[src/hmfc_map.vh]
`ifndef HMFC_MAP_VH
`define HMFC_MAP_VH
`define HMFC_CFG_ADDR 8'hac
`define HMFC_STAT_ADDR 8'hb0
`define HMFC_HI_MSB 23
`define HMFC_HI_LSB 16
`define HMFC_LO_MSB 15
`define HMFC_LO_LSB 8
`define HMFC_DUR_MSB 7
`define HMFC_DUR_LSB 4
`define HMFC_ANY_BIT 0
`define HMFC_ADDR_BIT 1
`define HMFC_BRD_BIT 2
`define HMFC_MULT_BIT 3
`define HMFC_CFG_RESET 32'h00000000
`define HMFC_CFG_MASK 32'h00ffffff
`define HMFC_CLK_MHZ 100
`define HMFC_EXTRA_10M_NS 2200
`define HMFC_EXTRA_10M_CYC ((`HMFC_EXTRA_10M_NS * `HMFC_CLK_MHZ) / 1000)
`endif

[src/hmfc_dur_rom.v]
module hmfc_dur_rom (
    // clock
    input wire clock,
    input wire rst_b,
    // lookup
    input wire [3:0] code,
    output reg [9:0] dur_us
);
    // duration lookup held in a registered table; value is in microseconds
    always @(posedge clock or negedge rst_b) begin
        if (!rst_b) begin
            dur_us <= 10'h005;
        end else begin
            case (code)
                4'h0: dur_us <= 10'h005;
                4'h1: dur_us <= 10'h00a;
                4'h2: dur_us <= 10'h00f;
                4'h3: dur_us <= 10'h019;
                4'h4: dur_us <= 10'h032;
                4'h5: dur_us <= 10'h064;
                4'h6: dur_us <= 10'h096;
                4'h7: dur_us <= 10'h0c8;
                4'h8: dur_us <= 10'h0fa;
                4'h9: dur_us <= 10'h12c;
                4'ha: dur_us <= 10'h15e;
                4'hb: dur_us <= 10'h190;
                4'hc: dur_us <= 10'h1c2;
                4'hd: dur_us <= 10'h1f4;
                4'he: dur_us <= 10'h226;
                default: dur_us <= 10'h258;
            endcase
        end
    end
endmodule

[src/hmfc_flow_ctrl.v]
// Function
// - trigger at fifo fill reaching high level
// - full duplex: one pause frame carrying pause time
// - half duplex: jam matching frames for duration
// - zero-time pause when fill below low level
// - release only after high pause, auto enabled; code also sends it with hardwired flow control alone
// - thresholds also drive hardwired flow control, full duplex only
// - backpressure lasts duration code; unused full duplex
// - nothing sent while transmitter disabled
// - affects host mac flow control only
// - any-frame bit overrides the per-type bits
// - multicast, broadcast, address bits half duplex only
// - code selects 5..600us, 10M adds 2.2us

`include "hmfc_map.vh"
module hmfc_flow_ctrl (
    // clock and reset
    input wire clock,
    input wire rst_b,
    // register port
    input wire [7:0] reg_addr,
    input wire [31:0] reg_wdata,
    input wire reg_wr,
    input wire reg_rd,
    output reg [31:0] reg_rdata,
    // mac state
    input wire [15:0] pause_time_value,
    input wire full_duplex,
    input wire speed_100,
    input wire tx_enable,
    input wire hardwired_flow_enable,
    input wire [13:0] rx_fifo_bytes,
    // receive frame start, classified
    input wire rx_frame_start,
    input wire rx_is_multicast,
    input wire rx_is_broadcast,
    input wire rx_addr_match,
    // pause request to transmitter
    output reg pause_req,
    output reg [15:0] pause_req_time,
    input wire pause_ack,
    // backpressure to the fabric port
    output reg backpressure
);
    // jam_wait re-arms after each jam so that the next matching frame starts a new jam
    localparam ST_IDLE = 2'h0;
    localparam ST_JAM_WAIT = 2'h1;
    localparam ST_JAM = 2'h2;

    reg [31:0] host_flow_control_config;
    reg [1:0] state;
    reg paused;
    reg [19:0] jam_left;
    reg [19:0] jam_cycles;
    reg [31:0] next_rdata;
    wire [9:0] dur_us;

    // bits 31:24 are reserved; the write mask keeps them at zero
    wire [7:0] flow_high_level = host_flow_control_config[`HMFC_HI_MSB:`HMFC_HI_LSB];
    wire [7:0] flow_low_level = host_flow_control_config[`HMFC_LO_MSB:`HMFC_LO_LSB];
    wire [3:0] backpressure_duration = host_flow_control_config[`HMFC_DUR_MSB:`HMFC_DUR_LSB];
    wire flow_on_any_frame = host_flow_control_config[`HMFC_ANY_BIT];
    wire flow_on_address_match = host_flow_control_config[`HMFC_ADDR_BIT];
    wire flow_on_broadcast = host_flow_control_config[`HMFC_BRD_BIT];
    wire flow_on_multicast = host_flow_control_config[`HMFC_MULT_BIT];

    // fifo byte count against level * 64 bytes, widened to avoid overflow
    wire [14:0] fill_bytes = {1'b0, rx_fifo_bytes};
    wire [14:0] high_bytes = {1'b0, flow_high_level, 6'h00};
    wire [14:0] low_bytes = {1'b0, flow_low_level, 6'h00};
    wire at_high = fill_bytes >= high_bytes;
    wire below_low = fill_bytes < low_bytes;

    wire auto_en = |host_flow_control_config[3:0];
    wire flow_en = auto_en | hardwired_flow_enable;

    // per-type enables line up bit for bit with the class lines of the frame
    wire [2:0] type_en = {flow_on_multicast, flow_on_broadcast, flow_on_address_match};
    wire [2:0] type_seen = {rx_is_multicast, rx_is_broadcast, rx_addr_match};
    wire [2:0] type_hit;
    genvar gi;
    generate
        for (gi = 0; gi < 3; gi = gi + 1) begin : g_type
            assign type_hit[gi] = type_en[gi] & type_seen[gi];
        end
    endgenerate

    // any-frame overrides the type bits; type bits matter only in half duplex
    wire frame_match = flow_on_any_frame | (|type_hit);
    wire fd_pause_en = full_duplex & (flow_on_any_frame | hardwired_flow_enable);
    wire fd_active = tx_enable && fd_pause_en;

    // a high pause goes out once per crossing; the flag arms the single release
    wire send_high_pause = !paused && at_high;
    wire send_release = paused && below_low;

    // jamming runs only in half duplex, with the transmitter on and flow enabled
    wire hd_active = tx_enable && !full_duplex && flow_en;
    wire jam_last = jam_left <= 20'h00001;

    // the duration table sits behind a register, so a new code shows one edge later
    hmfc_dur_rom u_rom (
        .clock(clock),
        .rst_b(rst_b),
        .code(backpressure_duration),
        .dur_us(dur_us)
    );

    // widest product is 600us at 100 cycles per us, well inside 20 bits
    wire [31:0] jam_calc = {22'h000000, dur_us} * `HMFC_CLK_MHZ
        + (speed_100 ? 32'h00000000 : `HMFC_EXTRA_10M_CYC);

    // 10M mode adds a fixed 2.2us; this is the cycle count of the whole jam
    always @(posedge clock or negedge rst_b) begin
        if (!rst_b) begin
            jam_cycles <= 20'h00000;
        end else begin
            jam_cycles <= jam_calc[19:0];
        end
    end

    // read data stand only in the cycle after the strobe, zero otherwise
    always @* begin
        next_rdata = 32'h00000000;
        if (reg_rd) begin
            case (reg_addr)
                `HMFC_CFG_ADDR: next_rdata = host_flow_control_config;
                `HMFC_STAT_ADDR: next_rdata = {28'h0000000, pause_req, backpressure,
                    paused, at_high};
                default: next_rdata = 32'h00000000;
            endcase
        end
    end

    // register port; this block only touches host mac flow control
    always @(posedge clock or negedge rst_b) begin
        if (!rst_b) begin
            host_flow_control_config <= `HMFC_CFG_RESET;
            reg_rdata <= 32'h00000000;
        end else begin
            if (reg_wr && reg_addr == `HMFC_CFG_ADDR) begin
                host_flow_control_config <= reg_wdata & `HMFC_CFG_MASK;
            end
            reg_rdata <= next_rdata;
        end
    end

    // full duplex pause handling
    // a pending request keeps its time word until the transmitter takes it
    always @(posedge clock or negedge rst_b) begin
        if (!rst_b) begin
            pause_req <= 1'b0;
            pause_req_time <= 16'h0000;
            paused <= 1'b0;
        end else if (pause_req) begin
            if (pause_ack) begin
                pause_req <= 1'b0;
            end
        end else if (fd_active) begin
            if (send_high_pause) begin
                pause_req <= 1'b1;
                pause_req_time <= pause_time_value;
                paused <= 1'b1;
            end else if (send_release) begin
                pause_req <= 1'b1;
                pause_req_time <= 16'h0000;
                paused <= 1'b0;
            end
        end else if (!flow_en) begin
            // disabling flow control forgets the pending release
            paused <= 1'b0;
        end
    end

    // half duplex jamming
    always @(posedge clock or negedge rst_b) begin
        if (!rst_b) begin
            state <= ST_IDLE;
            backpressure <= 1'b0;
            jam_left <= 20'h00000;
        end else if (!hd_active) begin
            state <= ST_IDLE;
            backpressure <= 1'b0;
            jam_left <= 20'h00000;
        end else begin
            case (state)
                ST_IDLE: begin
                    // a jam is armed only while the fill sits at or above the high level
                    if (at_high) begin
                        state <= ST_JAM_WAIT;
                    end
                end
                ST_JAM_WAIT: begin
                    // the fill may drop below the high level while waiting for a frame
                    if (!at_high) begin
                        state <= ST_IDLE;
                    end else if (rx_frame_start && frame_match) begin
                        state <= ST_JAM;
                        backpressure <= 1'b1;
                        jam_left <= jam_cycles;
                    end
                end
                ST_JAM: begin
                    // frames that arrive during a jam are covered by it
                    if (jam_last) begin
                        state <= ST_JAM_WAIT;
                        backpressure <= 1'b0;
                        jam_left <= 20'h00000;
                    end else begin
                        jam_left <= jam_left - 20'h00001;
                    end
                end
                default: begin
                    state <= ST_IDLE;
                    backpressure <= 1'b0;
                end
            endcase
        end
    end
endmodule

[config.mk]
export PLATFORM = sky130hd
export DESIGN_NAME = hmfc_flow_ctrl
export DESIGN_NICKNAME = d
export VERILOG_FILES = /design/src/hmfc_dur_rom.v /design/src/hmfc_flow_ctrl.v
export VERILOG_INCLUDE_DIRS = /design/src
export SDC_FILE = /design/constraint.sdc
export NUM_CORES = 1
export LEC_CHECK = 0
export ABC_AREA = 0
export BUFFER_PORTS_ARGS = -buffer_cell sky130_fd_sc_hd__clkbuf_2
export CORE_UTILIZATION = 33
export DETAILED_ROUTE_END_ITERATION = 12
export HOLD_SLACK_MARGIN = 0.03
export RECOVER_POWER = 50
export SYNTH_ARGS = -nofsm -noshare
export SYNTH_HDL_FRONTEND = slang
export SYNTH_SLANG_ARGS = --single-unit
[constraint.sdc]
create_clock -name clock -period 4.66 [get_ports clock]
set_input_delay 1.165 -clock clock [delete_from_list [all_inputs] [get_ports clock]]
set_output_delay 1.165 -clock clock [all_outputs]
set_load 0.05 [all_outputs]
== Word-level counts from Yosys, hierarchy flattened ==
Memory sizes are Yosys's and may differ from the RTL's. A register that Yosys moved wholly into a read port is not among the register bits.
Cells that the tools add are included.

* Bits in registers: 115
* Latch bits: 0
* RAM bits: 0
* Bits in read-only memories: 160
* Input port bits: 83
* Output and inout port bits: 50
* Memories kept: 1

{| class="wikitable"
|+ Memory list
! name !! depth !! width !! read ports !! clocked after Yosys merged registers in !! wr ports !! RTL line !! source
|-
| (no name shown) || 16 || 10 || 1 || 1 || 0 || hmfc_dur_rom.v:14 || <nowiki>case (code)</nowiki>
|}

* Add/sub/neg operators: 2
* $mul: 1
* Divide/modulo/power cells: 0
* $lt $le $gt $ge: 3
* Equal/unequal tests: 13
* Shift-type cells: 0
* Multiplexer cells: 30
* Bitwise gates (word level): 8
* Reductions and logical operators: 19

{| class="wikitable"
|+ Operator list
! operator !! count
|-
| $mux W20 || 4
|-
| $pmux W24 S2 || 1
|-
| $pmux W20 S2 || 1
|-
| $mux W16 || 2
|-
| $mux W24 || 1
|-
| $le A20 B1 Y1 const B || 1
|-
| $sub A20 B1 Y20 const B || 1
|-
| $add A17 B8 Y18 || 1
|-
| $eq A8 B8 Y1 const B || 2
|-
| $mul A10 B5 Y15 const B || 1
|-
| $ge A14 B14 Y1 || 1
|-
| $lt A14 B14 Y1 || 1
|-
| $mux W1 || 13
|-
| $ne A3 B3 Y1 const B || 4
|-
| $reduce_and A3 Y1 || 4
|-
| $mux W2 || 5
|-
| $mux W8 || 1
|-
| $logic_and A1 B1 Y1 || 7
|-
| $ne A3 B1 Y1 const B || 2
|-
| $pmux W2 S3 || 1
|-
| $and A1 B1 Y1 || 4
|-
| $ne A4 B4 Y1 const B || 1
|-
| $reduce_and A4 Y1 || 1
|-
| $reduce_or A4 Y1 || 1
|-
| other kinds (11) || 15
|}

== Longest topological paths before layout ==
Gate-level depths: netlist (run 1).

* Depth after elaboration: 8
* Mapped depth: 14
* Gate-level depth less buffers: 13

== By module ==
Synthesis (run 1) repeated with hierarchy kept, for this count alone.

* Cells, all modules: 647
* Area total of the unflattened synthesis: 6526.3 um^2

{| class="wikitable"
|+ Modules (own cells, without submodules)
! module !! instances !! cells each !! area each (um^2)
|-
| hmfc_flow_ctrl || 1 || 600 || 6020.8
|-
| hmfc_dur_rom || 1 || 47 || 505.5
|}

== Worst setup path before layout (run 1) ==
Ideal clock, no wire load.

* Kind: reg-to-reg
* Start: register u_rom.dur_us[3]
* End: register jam_cycles[15]
* Setup time: 0.135 ns
* Arrival: 3.187 ns
* Setup slack: 1.338 ns
* Cell stages (with the launch flop): 14
* Buffers on the path: 0
* Cells stage by stage: dfrtp_1 -> ha_1 -> ha_1 -> inv_1 -> fa_1 -> inv_1 -> ha_1 -> and3_1 -> a22oi_1 -> mux2_2 -> o311ai_0 -> nor2_1 -> and3b_1 -> xor2_1

* Cells in the longest elaborated chain, start to end: 2

{| class="wikitable"
|+ RTL lines
! item !! RTL line !! source
|-
| from (decl) || hmfc_dur_rom.v:7 || <nowiki>output reg [9:0] dur_us</nowiki>
|-
| $mul A10 B5 Y15 (no line) || - ||
|-
| $add A17 B8 Y18 || hmfc_flow_ctrl.v:110 || <nowiki>wire [31:0] jam_calc = {22'h000000, dur_us} * `HMFC_CLK_MHZ</nowiki>
|-
| via jam_calc[15] || hmfc_flow_ctrl.v:110 ||
|-
| to (signal assigned) || hmfc_flow_ctrl.v:118 || <nowiki>jam_cycles <= jam_calc[19:0];</nowiki>
|-
| to (decl) || hmfc_flow_ctrl.v:54 || <nowiki>reg [19:0] jam_cycles;</nowiki>
|}

The timed path passes the listed nets, and every way through them passes these cells.
A chain may end at the register's enable or synchronous reset.

== Worst setup path in the final report (run 1) ==
* Start: register u_rom.dur_us[3]
* End: register jam_cycles[16]

The elaborated chain is that of the path after synthesis.

==> run summary, run 1 <==
The clock power share came out at 0.367. The cell count after synthesis came out at between 600 and 700. The startpoint of the worst hold path is jam_cycles[10]. The internal power summed over all cells came out at 2.44 mW. On the worst path, the slowest cell contributes a delay of 0.49 ns. 0 antenna diodes ended up in the layout. Clock tree synthesis inserted a total of 17 buffers. The clock latency at the later pin of the worst-skew pair is 0.41 ns. The post-detailed-route via-to-cell ratio is 4.84.

The most common cell in the synthesized netlist is dfrtp_1. The top achievable clock speed came out at ~280 MHz. For this design, the CTS-stage hold fixing added 0 buffers.

STA puts the critical path data required time at 4.94 ns. The detailed-placement wirelength estimate came out at around 11 mm. The count of pins over their slew limit is 53. The count of endpoints failing setup in the final report is 0.

STA classifies the critical path endpoint as a register. After synthesis, the share of flip-flops with an asynchronous set or reset is 1.00. The unique cell type count in the Yosys netlist is 67.

The final reports fail on max-capacitance violations, max-slew violations. The total count of hold-check failures in the final report was 0. The initial antenna violation count came out at 0. The worst hold path was traced through 2 stages.

Traced cell by cell, the critical path runs through ha_1 -> ha_1 -> inv_1 -> fa_1 -> inv_1 -> ha_1 -> and3_1 -> a221oi_1 -> o21bai_1 -> a21oi_1 -> xnor2_1 -> nand4_1 -> xnor2_1. After floorplanning, the core was divided into 50 placement rows. The count of cells in the finished layout, fillers not included, comes to 1,028.

The mean cell area of the mapped netlist came out at 10.2 µm². The via count of the first global-routing pass came out at 4,906. The net switching fraction of the power came out at 0.325.

Of the cells placed in the final design, the portion with a size suffix greater than 1 is 0.249. The DRC violation count after routing is 0. Entering global routing, the biggest net connects 64 pins. Of the total power, registers draw 0.332. The register clock-pin slew on the reported worst setup and hold paths is 0.06 ns. The total buffers and inverters traversed by the critical path came out at 2.

The total I/O pin count is between 100 and 150. The Yosys step of the flow raised 0 warnings. For this design, the slowest cell found on the critical path is fa_1.

The flow ran to the end, but the final reports show violations. Setup repair after global routing left no endpoint under its margin. The setup path with the least slack is of type register to register.

Ranked by total cell area, the synthesized netlist is headed by dfrtp_1 (44%), ha_1 (12%), o21ai_0 (4.9%). The starting utilization of the core area came out at 0.342. The TritonCTS clock tree is done. The endpoint identified for the worst register-to-register timing path is jam_cycles[16]. Across every metal layer, demand over resource in global routing totals 0.152. For the final database, setup skew stands at 0.00776 ns. The number of max-cap violations is 1. The total wire length after detailed routing is 14.7 mm. Adding up every negative setup slack in the final design gives 0 ns.

Of the total power, combinational logic draws 0.301. Of the available clock period, the critical path in the final layout requires 0.759. The number of sinks driven by the clock tree came out at between 100 and 150. The final worst-path setup slack came out at 1.12 ns. The number of cells on the worst reg-to-reg path is 13. Overall power consumption after layout is estimated at about 3.6 mW.

The path with the worst hold slack has its endpoint at jam_left[10]. The worst path arrival time came out at 3.81 ns. The worst slew margin relative to its limit came out at -0.974. The slack of the worst reg-to-reg path came out at around 1.1 ns. The first global-routing pass estimated approximately 24 mm of wire.

The share of synthesized area in the top cell type comes to 0.436. The vertical die dimension came out at 142 µm. The final layout contains 906 nets.

In this run the critical register-to-register path is launched from u_rom.dur_us[3]. The total power density per cell area is between 400 and 500 nW/µm². Global routing finished with a remaining overflow of 0. The highest fanout seen on the critical path came out at 5. Counting tap cells, the placed design contains a total of 996 instances. The reported net switching power came out at roughly 1.2 mW.

In this run the static leakage power is 3.99 nW. In this run the clock root is driven by a clkbuf_16. The peak supply drop came out at 264 µV. Yosys mapped a number of flops with a built-in enable equal to 0.

The routed length per placed instance is 14.3 µm. The clock passes through at most 2 buffers. The number of buffers added for setup after CTS is 0. The commonest cells after synthesis are dfrtp_1 (113), o21ai_0 (64), ha_1 (62). The number of register bits inferred by synthesis is 115. The count of buffers from port buffering came out at 116. The via count of the routed design came out at around 5,000.

The remaining number of nets flagged by the antenna check after routing came out at 0. The kind of cell with the highest combined delay on the critical path is adder cells. The area growth from synthesis to layout is 21.9%. The number of H-tree levels is 4.

The floorplan core area came out at about 19,000 µm². The die extent in x came out at roughly 140 µm. The total standard cell area after synthesis came out at about 6500 µm². The largest total area in the synthesized netlist belongs to dfrtp_1. The final critical path time including I/O delays and setup came out at 3.54 ns. The DRC marker count from the first detailed-route iteration came out at around 290. The most numerous cell type found on the critical path is ha_1. The most used flip-flop cell after synthesis is dfrtp_1.

The area of the die is 20,200 µm². The worst slack at placement came out at about 0.8 ns. For the pin with the worst max-slew slack, the measured transition is 2.96 ns. At the end of routability-driven placement, the weighted congestion stood at between 0.8 and 0.9. The iteration count of the initial detailed-routing pass is 4.

The worst setup path is launched from a register. The sequential area share after synthesis is 0.444. The min-delay analysis places its worst path in the category register to register. The count of cells resized by post-cts repair is 0.
placed cells by master, fill, tap and decap left out, drive strengths merged, types with 3 or more instances in the layout:
cell type,instances
clkbuf,140
dfrtp,113
o21ai,64
ha,62
nand2,50
inv,46
nor2,36
a21oi,31
nor4,22
nor3,21
a22o,19
xnor2,18
mux2,10
a21o,10
a31oi,9
nand3,9
conb,8
xor2,7
and3,7
nand2b,6
fa,6
buf,6
or3,5
and2,4
clkinv,4
nand4,3
a221oi,3
a22oi,3
nor4b,3
bufinv,3
o41ai,3
o31ai,3
layout make-up:
type                       count  area, µm²
sequential                   115       2880
clock buffer                  23        478
tap                          260        325
timing repair buffer         123        641
fill                        1834      11100
clock inverter                 9        129
inverter                      46        173
multi-input combinational    452       3280
registers in the layout (all words and copies together) (netlist names):
register,count
reg_rdata,24
jam_left,20
pause_req,1
backpressure,1
host_flow_control_config,24
u_rom.dur_us,10
pause_req_time,16
paused,1
state,2
jam_cycles,16
power by group through the flow:
stage / combinational [mW] / clock [mW] / sequential [mW]
after floorplan: 0.745 / 0 / 1.30
after global placement: 1.08 / 0 / 1.21
after detailed placement: 1.09 / 0 / 1.21
after CTS: 1.10 / 1.35 / 1.20
after global routing: 1.23 / 1.39 / 1.21
final: 1.09 / 1.33 / 1.20
tightest hold or removal path, cell delays in order, from the launching register on:
cell and delay, ns:
dfrtp_1 0.34, a31oi_1 0.07, nand2_1 0.06
per-stage QoR:
step           cell area (µm²)   util  hold WS (ns)
2_1_floorplan             6510      -         0.444
3_3_place_gp              7310  0.385         0.488
3_5_place_dp              7310  0.385         0.486
4_1_cts                   7910  0.417         0.494
5_1_grt                   7910  0.417         0.512
6_report                  7910  0.417         0.493
worst max-delay path by stage:
stage                     startpoint                            to  slack (ns)  cells after the start
finish               u_rom.dur_us[3]                jam_cycles[16]        1.12                     13
global route                   rst_b  host_flow_control_config[12]        0.69                      1
CTS                  u_rom.dur_us[3]                jam_cycles[16]        1.07                     13
detailed placement  rx_fifo_bytes[6]                   jam_left[8]        0.81                     10
global placement    rx_fifo_bytes[6]                  jam_left[13]        0.84                     10
floorplan            u_rom.dur_us[3]                jam_cycles[15]        1.34                     13
metal layers:
layer / wire length [µm] / vias up / GRT usage
met4: 201 / 0 / 0.0543
met2: 6980 / 95 / 0.241
met1: 6830 / 2358 / 0.200
li1: - / 2509 / -
met5: 0 / - / 0
met3: 710 / 15 / 0.0421
cells by family (layout without fill, tap and decap cells):
| kind of cell | count (synthesis) | after routing | synth area share |
|---|---|---|---|
| AND/OR/NAND/NOR | 174 | 174 | 0.137 |
| other | 1 | 8 | 0.000578 |
| adder cells (fa/ha/maj) | 68 | 68 | 0.138 |
| buffers and inverters | 78 | 201 | 0.0540 |
| AO/OA/AOI/OAI | 166 | 166 | 0.173 |
| XOR/XNOR | 25 | 25 | 0.0338 |
| multiplexers | 11 | 11 | 0.0189 |
| flip-flops | 115 | 115 | 0.444 |
(Power assumes the default switching activity.)
==> run 2, diff against run 1 <==
--- a/config.mk
+++ b/config.mk
@@ -6,7 +6,7 @@
 export SDC_FILE = /design/constraint.sdc
 export NUM_CORES = 1
 export LEC_CHECK = 0
-export ABC_AREA = 0
+export ABC_AREA = 1
 export BUFFER_PORTS_ARGS = -buffer_cell sky130_fd_sc_hd__clkbuf_2
 export CORE_UTILIZATION = 33
 export DETAILED_ROUTE_END_ITERATION = 12
==> constraint.sdc (replaced) <==
create_clock -name clock -period 2.9 [get_ports clock]
set_input_delay 0.725 -clock clock [delete_from_list [all_inputs] [get_ports clock]]
set_output_delay 0.725 -clock clock [all_outputs]
set_load 0.05 [all_outputs]
==> run 2 against run 1 <==
Effect of this change: via count up 22%; the run ends with max-capacitance violations, max-slew violations, negative setup slack left; routed wire length grew 11%; critical path type unchanged; worst hold slack lost 0.022 ns; non-clock buffer count is 30 higher; final area increased by 15%; count of clock-buffer cells in the layout fell by 5; clock power up 56%; cell count is 32% higher; register-to-register slack lost 1.2 ns; sequential power up 56%; die area rose by 12%.
==> run summary, run 2 <==
The highest fanout seen on the critical path is 3. Hold timing on the final database bottoms out at a slack of 0.471 ns. The core region is 21,300 µm². After synthesis, the share of cell area in mux cells is 0.00138. The residual overflow from global routing came out at 0. The post-detailed-route via-to-cell ratio is 4.49.

The static leakage came out at 5.07 nW. The xor and xnor area share after synthesis came out at 0.0266. The library cell used most frequently in the layout, excluding fill and tap cells, is nand2_1.

By instance count, the leading cell after synthesis is nand2_1. The clock tree synthesis step divided the H-tree into 4 levels. The fraction of final layout cells sized beyond drive strength 1 came out at 0.253. The clock tree root buffer cell is clkbuf_16. The starting utilization of the core area came out at 0.340. For this run, the detailed router's first-pass iteration total came to 4. The simple-gate share of the synthesized area came out at 0.297. The total routed wire length on the met1 layer is roughly 7.4 mm. Of the available clock period, the critical path in the final layout requires 1.03. The worst setup path is of the register to register kind. In this run the vertical extent of the chip is roughly 150 µm. The worst path arrival time came out at approximately 3.3 ns. The TritonCTS clock tree is done. The uppermost layer routed is met4. The initial antenna violation count came out at 0. The total count of hold-check failures in the final report is 0. The length of routed met2 wiring is just under 8 mm. The count of inserted antenna diode cells is 0. The top achievable clock speed is 334 MHz.

In this run the count of I/O pins placed on the die edge is approximately 130. The total global routing track utilization is 0.154. The via count of the routed design came out at 6,093. For this run, asynchronously set or reset flops after synthesis account for 1.00. Leaving out fill and tap cells, the most frequent cells in the layout are nand2_1 (197), inv_1 (122), clkbuf_2 (116). The critical path required time is 3.20 ns. STA classifies the critical path endpoint as a register. The mean cell area of the mapped netlist came out at 7.91 µm².

The flow ran to the end, but the final reports show violations. The total standard cell area after synthesis came out at 7250 µm². The die extent in x came out at 150 µm.

By area, the combinational part of the netlist is dominated by simple AND/OR/NAND/NOR gates. In the final layout, the registers with the most flip-flops are host_flow_control_config: 24 flops, reg_rdata: 24 flops, jam_left: 20 flops. The number of max-cap violations came out at 1.

The final critical path time including I/O delays and setup came out at 3.00 ns. Clock-pin slew was measured on the worst setup and hold paths at 0.05 ns. The number of buffers between clock root and the deepest sink came out at 2. The via count of the first global-routing pass was approximately 5,900. In this run, CTS created clock tree buffers numbering 17. The number of sinks driven by the clock tree came out at 115. For this run, the register share of the synthesized area comes to 0.398. The count of buffers from port buffering is roughly 120. The remaining number of nets flagged by the antenna check after routing came out at 0. The routed length per placed instance is 12.0 µm. The peak supply drop is 387 µV. The share of the synthesized area in the top cell type came out at 0.390.

The sum of met3 wire segment lengths after detailed routing is 703 µm. After synthesis, the most frequently instantiated cells are nand2_1 (205), inv_1 (124), nor2_1 (116). The initialized floorplan defines 53 standard-cell rows. After synthesis, the cell types taking the most area are dfrtp_1 (39%), ha_1 (11%), nand2_1 (11%). The area growth from synthesis to layout is 25.6%. The class of the worst hold path is register to register. The area of the die came out at 22,600 µm². The DRC violation count after routing is 0. In the synthesized netlist, the number of instances is 916. For this block, the initial DRC count from the detailed router was ~250. For this run, the share of the core covered by cells in the final layout is 0.428. Power spread over the standard cell area amounts to 688 nW/µm².

The count of pins over their slew limit is 36. The wire length of the first global-routing pass is between 20 and 30 mm. The transition time at the pin with the least slew margin came out at 1.92 ns.

The detailed-placement wirelength estimate is 12.4 mm. The clock latency at the later pin of the worst-skew pair is between 0.4 and 0.5 ns. The area share of fa/ha/maj cells after synthesis came out at 0.124.

The post-route clock skew is approximately 0.017 ns. The total wire length after detailed routing is 16.3 mm. Setup violations remaining at the end of the flow were counted as 6. The final worst-path setup slack came out at -0.0955 ns. The final reports fail on max-capacitance violations, max-slew violations, negative setup slack. The post-synthesis compound-gate area fraction came out at 0.0604. For the final routed database, the setup TNS stands at -0.269 ns. The number of enable-type register cells in the synthesized netlist is 0. The launching element type of the critical path is a register.

Among all flip-flop cells after synthesis, the most frequent one is dfrtp_1. Setup repair after global routing could not meet its margin everywhere. After synthesis, the netlist uses 45 different library cells.

The maximum number of pins on one net before global-route repair is 49. The worst pin sits at a relative slew slack of -0.279. The number of register bits inferred by synthesis is 115.

The largest total area in the synthesized netlist belongs to dfrtp_1. The final RePlAce weighted congestion is about 0.84. The final net count is 1,219. The number of warning messages in the yosys log came out at 0.
run 2: worst paths after layout:
kind | start | endpoint | cells past startpoint | slack [ns]
worst max-delay path | u_rom.dur_us[2] | jam_cycles[14] | 11 | -0.1
worst min-delay path | pause_req_time[9] | pause_req_time[9] | 2 | 0.47
worst max register to register | u_rom.dur_us[2] | jam_cycles[14] | 11 | -0.1
worst min register to register | pause_req_time[9] | pause_req_time[9] | 2 | 0.47
max in group asynchronous | rst_b | u_rom.dur_us[0] | 2 | 0.49
min in group asynchronous | rst_b | pause_req_time[3] | 1 | 0.83
run 2: worst max-delay path, cell delays in order (launching register included):
cell     delay [ns]
dfstp_2        0.57
ha_4           0.22
ha_4           0.24
ha_4           0.24
fa_1           0.50
ha_4           0.33
nand3_2        0.09
a21oi_2        0.18
nand3_2        0.15
nor2_4         0.15
nand2_1        0.07
xor2_1         0.14
run 2: kinds of logic after synthesis:
group / after synthesis
mux: 1
buf+inv: 156
xor+xnor: 22
simple gates: 473
fa+ha+maj: 68
other cells: 1
compound gates: 80
flops: 115
run 2: what timing repair did:
action                                  CTS  global route
resized for setup                        32             7
pin swaps                                21            20
hold buffers                              0             0
setup buffers                             2             7
endpoints found under the setup margin    8             7
run 2: per-layer routing:
metal / vias to the layer above / track usage
met5: - / 0
met2: 102 / 0.255
met1: 2780 / 0.195
met3: 16 / 0.0373
met4: 0 / 0.0535
li1: 3195 / -
run 2: final cells by class:
cell class | count | area [µm²]
Fill cell | 2096 | 12200
Multi-Input combinational cell | 652 | 3950
Sequential cell | 115 | 2880
Timing Repair Buffer | 153 | 847
Inverter | 129 | 485
Clock buffer | 18 | 439
Tap cell | 275 | 344
Clock inverter | 14 | 151
run 2: where the power goes:
group	switching, mW	total [mW]	internal [mW]
Sequential	0.0968	1.87	1.77
Combinational	1.38	2.32	0.941
Clock	0.783	2.08	1.29
Total	2.26	6.26	4.01
run 2: per-stage QoR:
stage / total power, mW / cells / setup slack, ns / area [µm²]
2_1_floorplan: 3.40 / 923 / 0.00922 / 7290
3_3_place_gp: 3.93 / 1315 / -0.187 / 8250
3_5_place_dp: 3.95 / 1315 / -0.196 / 8250
4_1_cts: 6.26 / 1349 / -0.0297 / 9060
5_1_grt: 6.73 / 1356 / -0.244 / 9100
6_report: 6.26 / 1356 / -0.0955 / 9100
